## config.mk

```make
export PLATFORM = sky130hd
export DESIGN_NAME = oru_regfile_top
export DESIGN_NICKNAME = d
export VERILOG_FILES = /design/src/oru_pkg.sv /design/src/oru_regfile_top.sv /design/src/oru_word_reg.sv
export SDC_FILE = /design/constraint.sdc
export NUM_CORES = 2
export LEC_CHECK = 0
export BUFFER_PORTS_ARGS = -buffer_cell sky130_fd_sc_hd__buf_2
export CAP_MARGIN = 20
export CELL_PAD_IN_SITES_DETAIL_PLACEMENT = 1
export CELL_PAD_IN_SITES_GLOBAL_PLACEMENT = 2
export CORE_MARGIN = 1.5
export CORE_UTILIZATION = 41
export CTS_CLUSTER_SIZE = 25
export DETAILED_ROUTE_END_ITERATION = 10
export PLACE_DENSITY_LB_ADDON = 0.1
export SLEW_MARGIN = 15
export SYNTH_ARGS = -nofsm -noshare
export SYNTH_HDL_FRONTEND = slang
export SYNTH_SLANG_ARGS = --single-unit
```

## constraint.sdc

```tcl
create_clock -name ref_clk_i -period 17.2 [get_ports ref_clk_i]
set_clock_uncertainty 0.1 [all_clocks]
set_input_delay 2.58 -clock ref_clk_i [delete_from_list [all_inputs] [get_ports ref_clk_i]]
set_output_delay 2.58 -clock ref_clk_i [all_outputs]
set_load 0.02 [all_outputs]
```

## src/oru_pkg.sv

```systemverilog
package oru_pkg;

  // ---------------------------------------------------------------
  // register file geometry
  // ---------------------------------------------------------------
  localparam int unsigned NUM_WORDS    = 16;
  localparam int unsigned WORD_W       = 16;
  localparam int unsigned BYTE_W       = 8;
  localparam int unsigned OPND_W       = 64;
  localparam int unsigned IDX_W        = 4;
  localparam int unsigned SEG_W        = 7;
  localparam logic [3:0]  BYTE_IDX_MAX = 4'h7;
  localparam logic [15:0] WORD_RESET   = 16'h0000;

  // ---------------------------------------------------------------
  // segmented address word layout
  // ---------------------------------------------------------------
  localparam int unsigned SEG_FMT_BIT = 15;
  localparam int unsigned SEG_MSB     = 14;
  localparam int unsigned SEG_LSB     = 8;
  localparam int unsigned SHORT_MSB   = 7;

  // ---------------------------------------------------------------
  // addressing modes
  // ---------------------------------------------------------------
  localparam logic [1:0] MODE_REG      = 2'h0;
  localparam logic [1:0] MODE_INDIRECT = 2'h1;
  localparam logic [1:0] MODE_DIRECT   = 2'h2;
  localparam logic [1:0] MODE_INDEXED  = 2'h3;

  // ---------------------------------------------------------------
  // operand sizes
  // ---------------------------------------------------------------
  localparam logic [1:0] SIZE_BYTE = 2'h0;
  localparam logic [1:0] SIZE_WORD = 2'h1;
  localparam logic [1:0] SIZE_PAIR = 2'h2;
  localparam logic [1:0] SIZE_QUAD = 2'h3;

  // ---------------------------------------------------------------
  // plain operation and the three operations that touch quadruples
  // ---------------------------------------------------------------
  localparam logic [1:0] OP_PLAIN            = 2'h0;
  localparam logic [1:0] OP_LONG_MULTIPLY    = 2'h1;
  localparam logic [1:0] OP_LONG_DIVIDE      = 2'h2;
  localparam logic [1:0] OP_LONG_SIGN_EXTEND = 2'h3;

endpackage

```

## src/oru_regfile_top.sv

```systemverilog
`timescale 1ns/10ps
// What this block does
// - sixteen 16-bit word registers, index 0 to 15.
// - words 0-7 readable and writable as upper or lower byte.
// - even-indexed pairs 0-14 form 32-bit registers.
// - quadruples start at 0, 4, 8 or 12, 64 bits wide.
// - register mode returns current contents of selected register, or the product for long multiply.
// - access width follows operand size: byte, word, pair or quadruple.
// - quadruples only for long divide, sign extend and multiply.
// - long multiply: low-order pair (index +2) times source pair into whole quadruple.
// - indirect mode address from word, or pair when segmented and not I/O.
// - word zero and pair zero refused as pointers.
// - indirect I/O takes 16-bit port address from nonzero word.
// - direct address from instruction, 16 bits or segmented short/long.
// - long offset carries 7-bit segment and full 16-bit offset.
// - short offset packs segment and 0-255 offset in one word.
// - indexed address is instruction address plus index word.
// - index register is word 1 to 15, never zero.
// - segment word: format bit on top, segment below, low byte.
module oru_regfile_top (
  input  wire logic        ref_clk_i,
  input  wire logic        rst_n_i,
  input  wire logic        clk_en_i,
  input  wire logic        req_valid_i,
  input  wire logic [1:0]  mode_i,
  input  wire logic [1:0]  size_i,
  input  wire logic [1:0]  op_i,
  input  wire logic [3:0]  dst_idx_i,
  input  wire logic [3:0]  src_idx_i,
  input  wire logic        upper_byte_select_i,
  input  wire logic        segmented_i,
  input  wire logic        io_space_i,
  input  wire logic        wr_en_i,
  input  wire logic [31:0] instr_addr_i,
  input  wire logic [63:0] wr_data_i,
  output logic             ack_o,
  output logic             illegal_o,
  output logic      [63:0] operand_o,
  output logic             ea_valid_o,
  output logic             ea_io_o,
  output logic             ea_long_o,
  output logic      [6:0]  ea_seg_o,
  output logic      [15:0] ea_off_o
);

  // ---------------------------------------------------------------
  // storage
  // ---------------------------------------------------------------
  logic [15:0] word_q  [16];
  logic [1:0]  wr_be   [16];
  logic [15:0] wr_word [16];

  for (genvar g = 0; g < 16; g++) begin : g_word
    oru_word_reg u_word (
      .ref_clk_i (ref_clk_i),
      .rst_n_i   (rst_n_i),
      .clk_en_i  (clk_en_i),
      .byte_en_i (wr_be[g]),
      .wr_data_i (wr_word[g]),
      .word_o    (word_q[g])
    );
  end

  // ---------------------------------------------------------------
  // neighbour indices
  // ---------------------------------------------------------------
  logic [3:0] idx1;
  logic [3:0] idx2;
  logic [3:0] idx3;
  logic [3:0] src1;

  assign idx1 = dst_idx_i + 4'h1;
  assign idx2 = dst_idx_i + 4'h2;
  assign idx3 = dst_idx_i + 4'h3;
  assign src1 = src_idx_i + 4'h1;

  // ---------------------------------------------------------------
  // legality
  // ---------------------------------------------------------------
  logic is_reg;
  logic idx_ok;
  logic op_ok;
  logic illegal;

  assign is_reg = (mode_i == oru_pkg::MODE_REG);

  always_comb begin
    idx_ok = 1'b1;
    op_ok  = 1'b1;
    unique case (size_i)
      oru_pkg::SIZE_BYTE: idx_ok = (dst_idx_i <= oru_pkg::BYTE_IDX_MAX);
      oru_pkg::SIZE_WORD: idx_ok = 1'b1;
      oru_pkg::SIZE_PAIR: idx_ok = !dst_idx_i[0];
      oru_pkg::SIZE_QUAD: idx_ok = (dst_idx_i[1:0] == 2'h0);
    endcase
    // quad width and the three long ops go together, nothing else may use it
    if ((size_i == oru_pkg::SIZE_QUAD) != (op_i != oru_pkg::OP_PLAIN)) begin
      op_ok = 1'b0;
    end
    if (op_i == oru_pkg::OP_LONG_MULTIPLY && src_idx_i[0]) begin
      op_ok = 1'b0;
    end
  end

  always_comb begin
    illegal = 1'b0;
    unique case (mode_i)
      oru_pkg::MODE_REG: illegal = !idx_ok || !op_ok;
      oru_pkg::MODE_INDIRECT: begin
        // word zero / pair zero would alias the stack-less scratch register
        illegal = (dst_idx_i == 4'h0);
        if (segmented_i && !io_space_i && dst_idx_i[0]) begin
          illegal = 1'b1;
        end
      end
      oru_pkg::MODE_DIRECT:  illegal = 1'b0;
      oru_pkg::MODE_INDEXED: illegal = (dst_idx_i == 4'h0);
    endcase
  end

  // ---------------------------------------------------------------
  // register mode read path and long multiply
  // ---------------------------------------------------------------
  logic [63:0] mul_prod;
  logic [63:0] reg_opnd;
  logic [7:0]  byte_sel;

  assign mul_prod = 64'($signed({word_q[idx2], word_q[idx3]})
                        * $signed({word_q[src_idx_i], word_q[src1]}));

  assign byte_sel = upper_byte_select_i ? word_q[{1'b0, dst_idx_i[2:0]}][15:8]
                                        : word_q[{1'b0, dst_idx_i[2:0]}][7:0];

  always_comb begin
    reg_opnd = 64'h0000000000000000;
    unique case (size_i)
      oru_pkg::SIZE_BYTE: reg_opnd = {56'h00000000000000, byte_sel};
      oru_pkg::SIZE_WORD: reg_opnd = {48'h000000000000, word_q[dst_idx_i]};
      oru_pkg::SIZE_PAIR: reg_opnd = {32'h00000000, word_q[dst_idx_i], word_q[idx1]};
      oru_pkg::SIZE_QUAD: begin
        reg_opnd = {word_q[dst_idx_i], word_q[idx1], word_q[idx2], word_q[idx3]};
        if (op_i == oru_pkg::OP_LONG_MULTIPLY) begin
          reg_opnd = mul_prod;
        end
      end
    endcase
  end

  // ---------------------------------------------------------------
  // write steering, one lane mask per word
  // ---------------------------------------------------------------
  logic        do_write;
  logic [63:0] wdata;

  assign do_write = clk_en_i && req_valid_i && is_reg && !illegal
                    && (wr_en_i || op_i == oru_pkg::OP_LONG_MULTIPLY);
  assign wdata    = (op_i == oru_pkg::OP_LONG_MULTIPLY) ? mul_prod : wr_data_i;

  always_comb begin
    logic [3:0] k;
    k = 4'h0;
    for (int i = 0; i < 16; i++) begin
      k          = 4'(i) - dst_idx_i;
      wr_be[i]   = 2'h0;
      wr_word[i] = 16'h0000;
      if (do_write) begin
        unique case (size_i)
          oru_pkg::SIZE_BYTE: begin
            if (k == 4'h0) begin
              wr_be[i]   = upper_byte_select_i ? 2'h2 : 2'h1;
              wr_word[i] = {wdata[7:0], wdata[7:0]};
            end
          end
          oru_pkg::SIZE_WORD: begin
            if (k == 4'h0) begin
              wr_be[i]   = 2'h3;
              wr_word[i] = wdata[15:0];
            end
          end
          oru_pkg::SIZE_PAIR: begin
            if (k < 4'h2) begin
              wr_be[i]   = 2'h3;
              wr_word[i] = k[0] ? wdata[15:0] : wdata[31:16];
            end
          end
          oru_pkg::SIZE_QUAD: begin
            if (k < 4'h4) begin
              wr_be[i] = 2'h3;
              unique case (k[1:0])
                2'h0: wr_word[i] = wdata[63:48];
                2'h1: wr_word[i] = wdata[47:32];
                2'h2: wr_word[i] = wdata[31:16];
                2'h3: wr_word[i] = wdata[15:0];
              endcase
            end
          end
        endcase
      end
    end
  end

  // ---------------------------------------------------------------
  // effective address
  // ---------------------------------------------------------------
  logic [15:0] seg_word;
  logic        dir_long;
  logic [15:0] dir_off;
  logic        ea_long;
  logic [6:0]  ea_seg;
  logic [15:0] ea_off;
  logic        flat;

  assign flat     = !segmented_i || io_space_i;
  assign seg_word = instr_addr_i[31:16];
  assign dir_long = seg_word[oru_pkg::SEG_FMT_BIT];
  // short form only reaches the first 256 bytes of a segment
  assign dir_off  = flat ? instr_addr_i[15:0]
                  : dir_long ? instr_addr_i[15:0]
                  : {8'h00, seg_word[oru_pkg::SHORT_MSB:0]};

  always_comb begin
    ea_long = 1'b0;
    ea_seg  = 7'h00;
    ea_off  = 16'h0000;
    unique case (mode_i)
      oru_pkg::MODE_REG: ea_off = 16'h0000;
      oru_pkg::MODE_INDIRECT: begin
        if (flat) begin
          ea_off = word_q[dst_idx_i];
        end else begin
          ea_long = 1'b1;
          ea_seg  = word_q[dst_idx_i][oru_pkg::SEG_MSB:oru_pkg::SEG_LSB];
          ea_off  = word_q[idx1];
        end
      end
      oru_pkg::MODE_DIRECT: begin
        ea_off = dir_off;
        if (!flat) begin
          ea_long = dir_long;
          ea_seg  = seg_word[oru_pkg::SEG_MSB:oru_pkg::SEG_LSB];
        end
      end
      oru_pkg::MODE_INDEXED: begin
        // offset wraps inside the segment, the segment never carries
        ea_off = 16'(dir_off + word_q[dst_idx_i]);
        if (!flat) begin
          ea_long = dir_long;
          ea_seg  = seg_word[oru_pkg::SEG_MSB:oru_pkg::SEG_LSB];
        end
      end
    endcase
  end

  // ---------------------------------------------------------------
  // answer registers
  // ---------------------------------------------------------------
  always_ff @(posedge ref_clk_i) begin
    if (!rst_n_i) begin
      ack_o     <= 1'b0;
      illegal_o <= 1'b0;
    end else if (clk_en_i) begin
      ack_o     <= req_valid_i;
      illegal_o <= req_valid_i && illegal;
    end
  end

  always_ff @(posedge ref_clk_i) begin
    if (!rst_n_i) begin
      operand_o <= 64'h0000000000000000;
    end else if (clk_en_i && req_valid_i) begin
      operand_o <= (is_reg && !illegal) ? reg_opnd : 64'h0000000000000000;
    end
  end

  always_ff @(posedge ref_clk_i) begin
    if (!rst_n_i) begin
      ea_valid_o <= 1'b0;
      ea_io_o    <= 1'b0;
      ea_long_o  <= 1'b0;
      ea_seg_o   <= 7'h00;
      ea_off_o   <= 16'h0000;
    end else if (clk_en_i && req_valid_i) begin
      ea_valid_o <= !is_reg && !illegal;
      ea_io_o    <= io_space_i && !is_reg && mode_i != oru_pkg::MODE_INDEXED;
      ea_long_o  <= ea_long;
      ea_seg_o   <= ea_seg;
      ea_off_o   <= ea_off;
    end
  end

  logic go;
  assign go = clk_en_i && req_valid_i;
endmodule

```

## src/oru_word_reg.sv

```systemverilog
`timescale 1ns/10ps
module oru_word_reg (
  input  wire logic        ref_clk_i,
  input  wire logic        rst_n_i,
  input  wire logic        clk_en_i,
  input  wire logic [1:0]  byte_en_i,
  input  wire logic [15:0] wr_data_i,
  output logic      [15:0] word_o
);

  // ---------------------------------------------------------------
  // one word, two independently written byte lanes
  // ---------------------------------------------------------------
  always_ff @(posedge ref_clk_i) begin
    if (!rst_n_i) begin
      word_o <= oru_pkg::WORD_RESET;
    end else if (clk_en_i) begin
      if (byte_en_i[0]) begin
        word_o[7:0] <= wr_data_i[7:0];
      end
      if (byte_en_i[1]) begin
        word_o[15:8] <= wr_data_i[15:8];
      end
    end
  end

endmodule

```

; Word-level counts from Yosys, hierarchy flattened
; Cells that the tools add are included.
[totals]
register_bits = 348
latchBits = 0
ramBits = 0
mem_bits_ro = 0
in_bits = 118
out_inout_bits = 92
word_cells = 524
mem_count = 0
[classes]
add_sub_neg = 21
multipliers = 1
div_mod_pow = 0
magnitude_cmp = 40
eq_ne = 57
n_shift = 0
mux = 266
bitwise_logic = 7
reduce_logical = 92
[ops]
columns = operator, n
row1 = $pmux 16 s4, 33
row2 = $mux 16, 113
row3 = $bmux 16 s4, 7
row4 = $pmux 64 s4, 1
row5 = $mux 64, 3
row6 = $mux 2, 81
row7 = $pmux 2 s4, 16
row8 = $eq 2x2->1 const B, 36
row9 = $logic_not 4->1, 17
row10 = $lt 4x2->1 const B, 16
row11 = $lt 4x3->1 const B, 16
row12 = $mul 32x32->64, 1
row13 = $reduce_and 2->1, 32
row14 = $eq 2x1->1 const B, 19
row15 = $logic_not 2->1, 19
row16 = $ge 5x5->1 const B, 7
row17 = $sub 4x4->4 const A, 8
row18 = $not 4->5, 6
row19 = $add 16x16->16, 1
row20 = $sub 3x4->4 const A, 4
row21 = $mux 7, 2
row22 = $pmux 7 s2, 1
row23 = $logic_and 1x1->1, 12
row24 = $add 4x1->4 const B, 2
row25 = 15 further kinds, 31

; Longest topological paths before layout
[depth]
word_depth = 12
mapped_depth = 48
ltp_nobuf = 34

; Modules after synthesis
; A second synthesis with hierarchy kept.
[unflattened]
cells_unflattened = 8880
hier_area_um2 = 76165.5
[modules_own_cells]
columns = module, n_inst, cells_each, area_per_inst_um2, seq_area_each_um2
row1 = oru_regfile_top, 1, 7680, 64794.6, 1841.8
row2 = oru_word_reg, 16, 75, 710.7, 320.3

; Worst setup path after synthesis
; No wires, ideal clock.
[synth_path]
path_type = input to register
startpoint = in dst_idx_i[0]
endpoint = reg g_word[2].u_word.word_o[9]
setup_time_ns = 0.112
t_arrival_ns = 12.898
t_required_ns = 16.988
path_slack_ns = 4.089
path_stages = 44
path_buffers = 14
path_cell_list = buf_4 buf_6 buf_6 buf_6 buf_6 buf_6 clkinv_1 clkbuf_1 ha_1 buf_2 buf_2 clkbuf_1 clkbuf_1 o21ai_0 nand2_1 and3_1 or2_2 clkbuf_1 [8 not listed] fa_1 inv_1 fa_1 inv_1 fa_1 fa_1 ha_1 buf_2 nand2_2 nor4_4 nand4_2 a2111o_1 a21oi_2 nor2_1 mux2i_1 a31oi_1 a221oi_1 a2111oi_1
[synth_via]
elab_chain_len = 11
elab_cells_between_ends = 48
classes_between = 3 x add/sub / 1 x mul / 3 x order compare / 3 x eq/ne / 24 x mux / 2 x bitwise / 12 x reduce/logical
[synth_lines]
columns = item, line_no
row1 = from (decl), oru_regfile_top.sv:28  ; input wire logic [3:0] dst_idx_i,
row2 = "$add 4x2->4, on equally long branches", "oru_regfile_top.sv:74, oru_regfile_top.sv:73"
row3 = $not 4->5 (not written as such), oru_regfile_top.sv:128  ; assign mul_prod = 64'($signed({word_q[idx2], word_q[idx3]})
row4 = $bmux 16 s4, oru_regfile_top.sv:128
row5 = $mux 16 (not written as such) (2 in series), oru_regfile_top.sv:128
row6 = $mul 32x32->64, oru_regfile_top.sv:129  ; * $signed({word_q[src_idx_i], word_q[src1]}));
row7 = $mux 64, oru_regfile_top.sv:157  ; assign wdata = (op_i == oru_pkg::OP_LONG_MULTIPLY) ? mul_prod : wr_data_i;
row8 = $pmux 16 s4 / $mux 16 (equally long branches), "oru_regfile_top.sv:189, oru_regfile_top.sv:183"
row9 = "$mux 16, on equally long branches", "oru_regfile_top.sv:187, oru_regfile_top.sv:181"
row10 = $pmux 16 s4, oru_regfile_top.sv:167  ; unique case (size_i)
row11 = $mux 16, oru_regfile_top.sv:166  ; if (do_write) begin
row12 = to (signal assigned), oru_word_reg.sv:16  ; word_o <= oru_pkg::WORD_RESET;
row13 = to (signal assigned), oru_word_reg.sv:22  ; word_o[15:8] <= wr_data_i[15:8];
row14 = to (decl), oru_word_reg.sv:8  ; output logic [15:0] word_o
; Several ways; a longest one is shown, not always the timed one. The select of a mux whose other input is x is not followed.
; A chain may end at the register's enable or synchronous reset.

; Worst setup path after layout
[layout_path]
startpoint = in dst_idx_i[1]
endpoint = reg g_word[13].u_word.word_o[4]
[layout_via]
elab_chain_len = 11
elab_cells_between_ends = 46
classes_between = 3 x add/sub / 1 x mul / 3 x order compare / 3 x eq/ne / 24 x mux / 2 x bitwise / 10 x reduce/logical
[layout_lines]
columns = item, line_no
row1 = "$add 4x2->4, on equally long branches", "oru_regfile_top.sv:74, oru_regfile_top.sv:73"
row2 = $not 4->5 (not written as such), oru_regfile_top.sv:128
row3 = $bmux 16 s4, oru_regfile_top.sv:128
row4 = $mux 16 (not written as such) (2 in series), oru_regfile_top.sv:128
row5 = $mul 32x32->64, oru_regfile_top.sv:129
row6 = $mux 64, oru_regfile_top.sv:157
row7 = $pmux 16 s4 / $mux 16 (equally long branches), "oru_regfile_top.sv:189, oru_regfile_top.sv:183"
row8 = "$mux 16, on equally long branches", "oru_regfile_top.sv:187, oru_regfile_top.sv:181"
row9 = $pmux 16 s4, oru_regfile_top.sv:167
row10 = $mux 16, oru_regfile_top.sv:166
row11 = to (signal assigned), oru_word_reg.sv:16
row12 = to (signal assigned), oru_word_reg.sv:19  ; word_o[7:0] <= wr_data_i[7:0];
row13 = to (decl), oru_word_reg.sv:8
; Several ways; a longest one is shown, not always the timed one. The select of a mux whose other input is x is not followed.

==> impl_metrics.yaml <==
clock_tree:
  cts_sinks: 348
  post_cts_resized: 0
  post_cts_buffers: 0
  clk_root_buffer_cell: "clkbuf_16"
  htreeDepth: 2
  clockBufferDepth: 3
  path_clk_slew_ps: 70
  cts_tree: "built"
  cts_hold_buf: 0
  numCtsBuffers: 43
  clk_latency_ps: 660
floorplanning:
  die_area_um2: 181300
  core_area_um2: 176900
  io_pins: 210
  start_util_pct: 41.44
  row_count: 154
  die_x_um: 425.8
  chipHeight_um: 425.8
critical_path:
  start_kind: "primary input"
  crit_path_end_kind: "flip-flop"
  critPathMaxStageDelay_ps: 790
  path_max_fanout: 48
  crit_path_frequent_cell: "fa_1"
  r2r_slack_ps: 5060
  cp_data_required_time_ps: 17700
  slowest_stage: "buf_4"
  critPathKind: "primary input to flip-flop"
  critPathArrivalTime_ps: 15830
route:
  viasPerCell: 7.065
  route.detailed.drc: 0
  wl_per_cell_um: 42.59
  first_pass_iters: 7
  drt_wl_total_um: 479300
  via_count: 79500
  drt-initial-drc-count: 10538
  ant_nets: 0
yosys:
  syn-num-nets: 10234
  ys_seq_area_share_pct: 9.505
  avgSynthCellArea_um2: 8.310
  syn-cell-area_um2: 73300
  synth_ff_type: "dfxtp_1"
  yosysUniqueCellTypes: 119
  synth_edf_count: 0
  yosysWarningCount: 0
  ys_seq_elements: 348
  syn_inst: 8820
  async_reset_ff_share_pct: 0
power:
  peakVddDrop_mv: 0.7447
  powerDensity_nw_per_um2: 245.2
  leakage_nw: 33.84
cells_and_area:
  area_delta_synth_final_pct: 8.965
  final_common_cell: "nand2_1"
  drive_gt1_share_pct: 14.59
  layout_common_cells: "nand2_1, fa_1, inv_1"
  final_cell_area_um2: 79870
  nets: 10230
place:
  placed_cell_area_um2: 78100
  place.gp.congestion: 1.134
  dp_hpwl_um: 370800
  port_buffers: 209
timing:
  finalCritPeriodShare_pct: 89.14
  fin_crit_ps: 15330
  maxSlewViolCount: 0
  setup_tns_ps: 0
  max_freq_mhz: 65.22
  finalSetupViolCount: 0
  slew_headroom_pct: 7.435
  worstMarginPinSlew_ps: 1388
  hold_violations: 0
  rsz0062_at_grt: "false"
min_path:
  min_path_type: "flip-flop to flip-flop"
run:
  max-cap-violations: 0
global_route:
  grt.total_usage_pct: 52.32
  grt_max_degree: 131
  grt-ovfl-total: 0
  antenna_found_initial: 68
  grt_pass1_vias: 80498
  grt_pass1_wl_um: 656400
run_status:
  status: "completed"
-- state kept, by name (all words and copies together), names as in the netlist --
name and count:
ack_o 1, ea_io_o 1, ea_long_o 1, ea_off_o 16, ea_seg_o 7, ea_valid_o 1
g_word.u_word.word_o 256, illegal_o 1, operand_o 64
-- power by group --
group	leakage (nW)	switching, mW	internal [mW]
Clock	0.692	0.468	0.526
Combinational	30.3	13.0	4.78
Sequential	2.81	0.00396	0.810
Total	33.8	13.5	6.11
-- final cells by class --
| cell class | instances | area (um2) |
|---|---|---|
| fillers | 21055 | 97020 |
| multi-input cells | 6763 | 60170 |
| flip-flops and latches | 348 | 6967 |
| repair buffers | 619 | 4324 |
| inverters | 1041 | 3910 |
| well taps | 2340 | 2928 |
| clock buffers | 60 | 1200 |
| clock inverters | 20 | 216.5 |
| diodes | 62 | 155.1 |
-- path summary, 6_finish.rpt --
check	to	from	cells after the start
worst max-delay path	g_word[13].u_word.word_o[4]$_SDFFE_PN0P_	dst_idx_i[1]	34
worst min-delay path	operand_o[47]$_SDFFE_PN0P_	operand_o[47]$_SDFFE_PN0P_	2
worst max register to register	g_word[13].u_word.word_o[4]$_SDFFE_PN0P_	g_word[0].u_word.word_o[3]$_SDFFE_PN0P_	24
worst min register to register	operand_o[47]$_SDFFE_PN0P_	operand_o[47]$_SDFFE_PN0P_	2
-- metal layers --
metal	global-route usage (%)	share of wire, %	wire length [um]
met5	0.7407	0.070	334
met4	51.49	12	58640
met3	23.33	13	62410
met2	73.69	41	195600
met1	57.61	34	162300
-- through the flow --
stage	std cells	total power [mW]	utilization (%)	hold slack [ps]	setup WS, ps
5_1_grt	11196	19.80	45.07	372.8	1712
4_1_cts	11176	18.19	44.95	355.0	2099
3_5_place_dp	11096	17.10	44.15	345.9	1454
6_report	11253	19.58	45.15	352.1	1867
3_3_place_gp	11089	16.92	44.11	338.0	1716
2_1_floorplan	8820	9.551	-	366.8	4089
-- worst max-delay path: cells and delay by family --
family	cells	cell delay (ps)
AOI/OAI and AO/OA	8	3040
xor gates and xnor gates	2	900
adders and majority gates	10	4490
buffers and inverters	8	2110
and+or+nand+nor	6	2530
-- cells by family (layout without fill, tap and decap cells) --
logic type / count (synthesis) / after routing / share of synthesized area (%)
and+or+nand+nor: 2655 / 2655 / 15.52
other: 0 / 62 / 0
muxes: 511 / 511 / 11.20
buffers and inverters: 1709 / 1740 / 9.186
AOI/OAI and AO/OA: 2231 / 2231 / 20.49
xor gates and xnor gates: 70 / 70 / 0.8877
DFF: 348 / 348 / 9.505
adders and majority gates: 1296 / 1296 / 33.22
-- synthesized netlist by cell type, types with 34 or more instances --
cell type,n,area [um2]
a21oi_1,535,2678
mux4_2,235,5293
nand4_1,36,225.2
nor2_1,928,3483
a31oi_1,92,575.6
nor3_1,85,425.4
and2_1,74,462.9
inv_1,1028,3859
mux2i_1,172,1722
o221a_2,42,473.0
clkbuf_1,477,1790
a221oi_1,144,1261
a211oi_1,46,345.3
buf_1,52,195.2
o21ai_1,46,230.2
a22oi_1,68,510.5
o21a_1,47,352.8
o21ai_0,535,2678
ha_1,213,2665
o22ai_1,39,244.0
nand2_1,1106,4151
nand3_1,129,645.6
a21o_1,52,390.4
fa_1,1083,21680
nand2b_1,104,650.6
nor2b_1,36,225.2
xnor2_1,39,341.6
mux2_2,101,1137
o211ai_1,132,991.0
o31ai_1,34,255.2
o221ai_1,108,945.9
buf_2,107,535.5
dfxtp_1,348,6967
a221o_1,35,350.3
or2_2,47,294.0
Note: power is estimated with default switching activity, not from simulation.
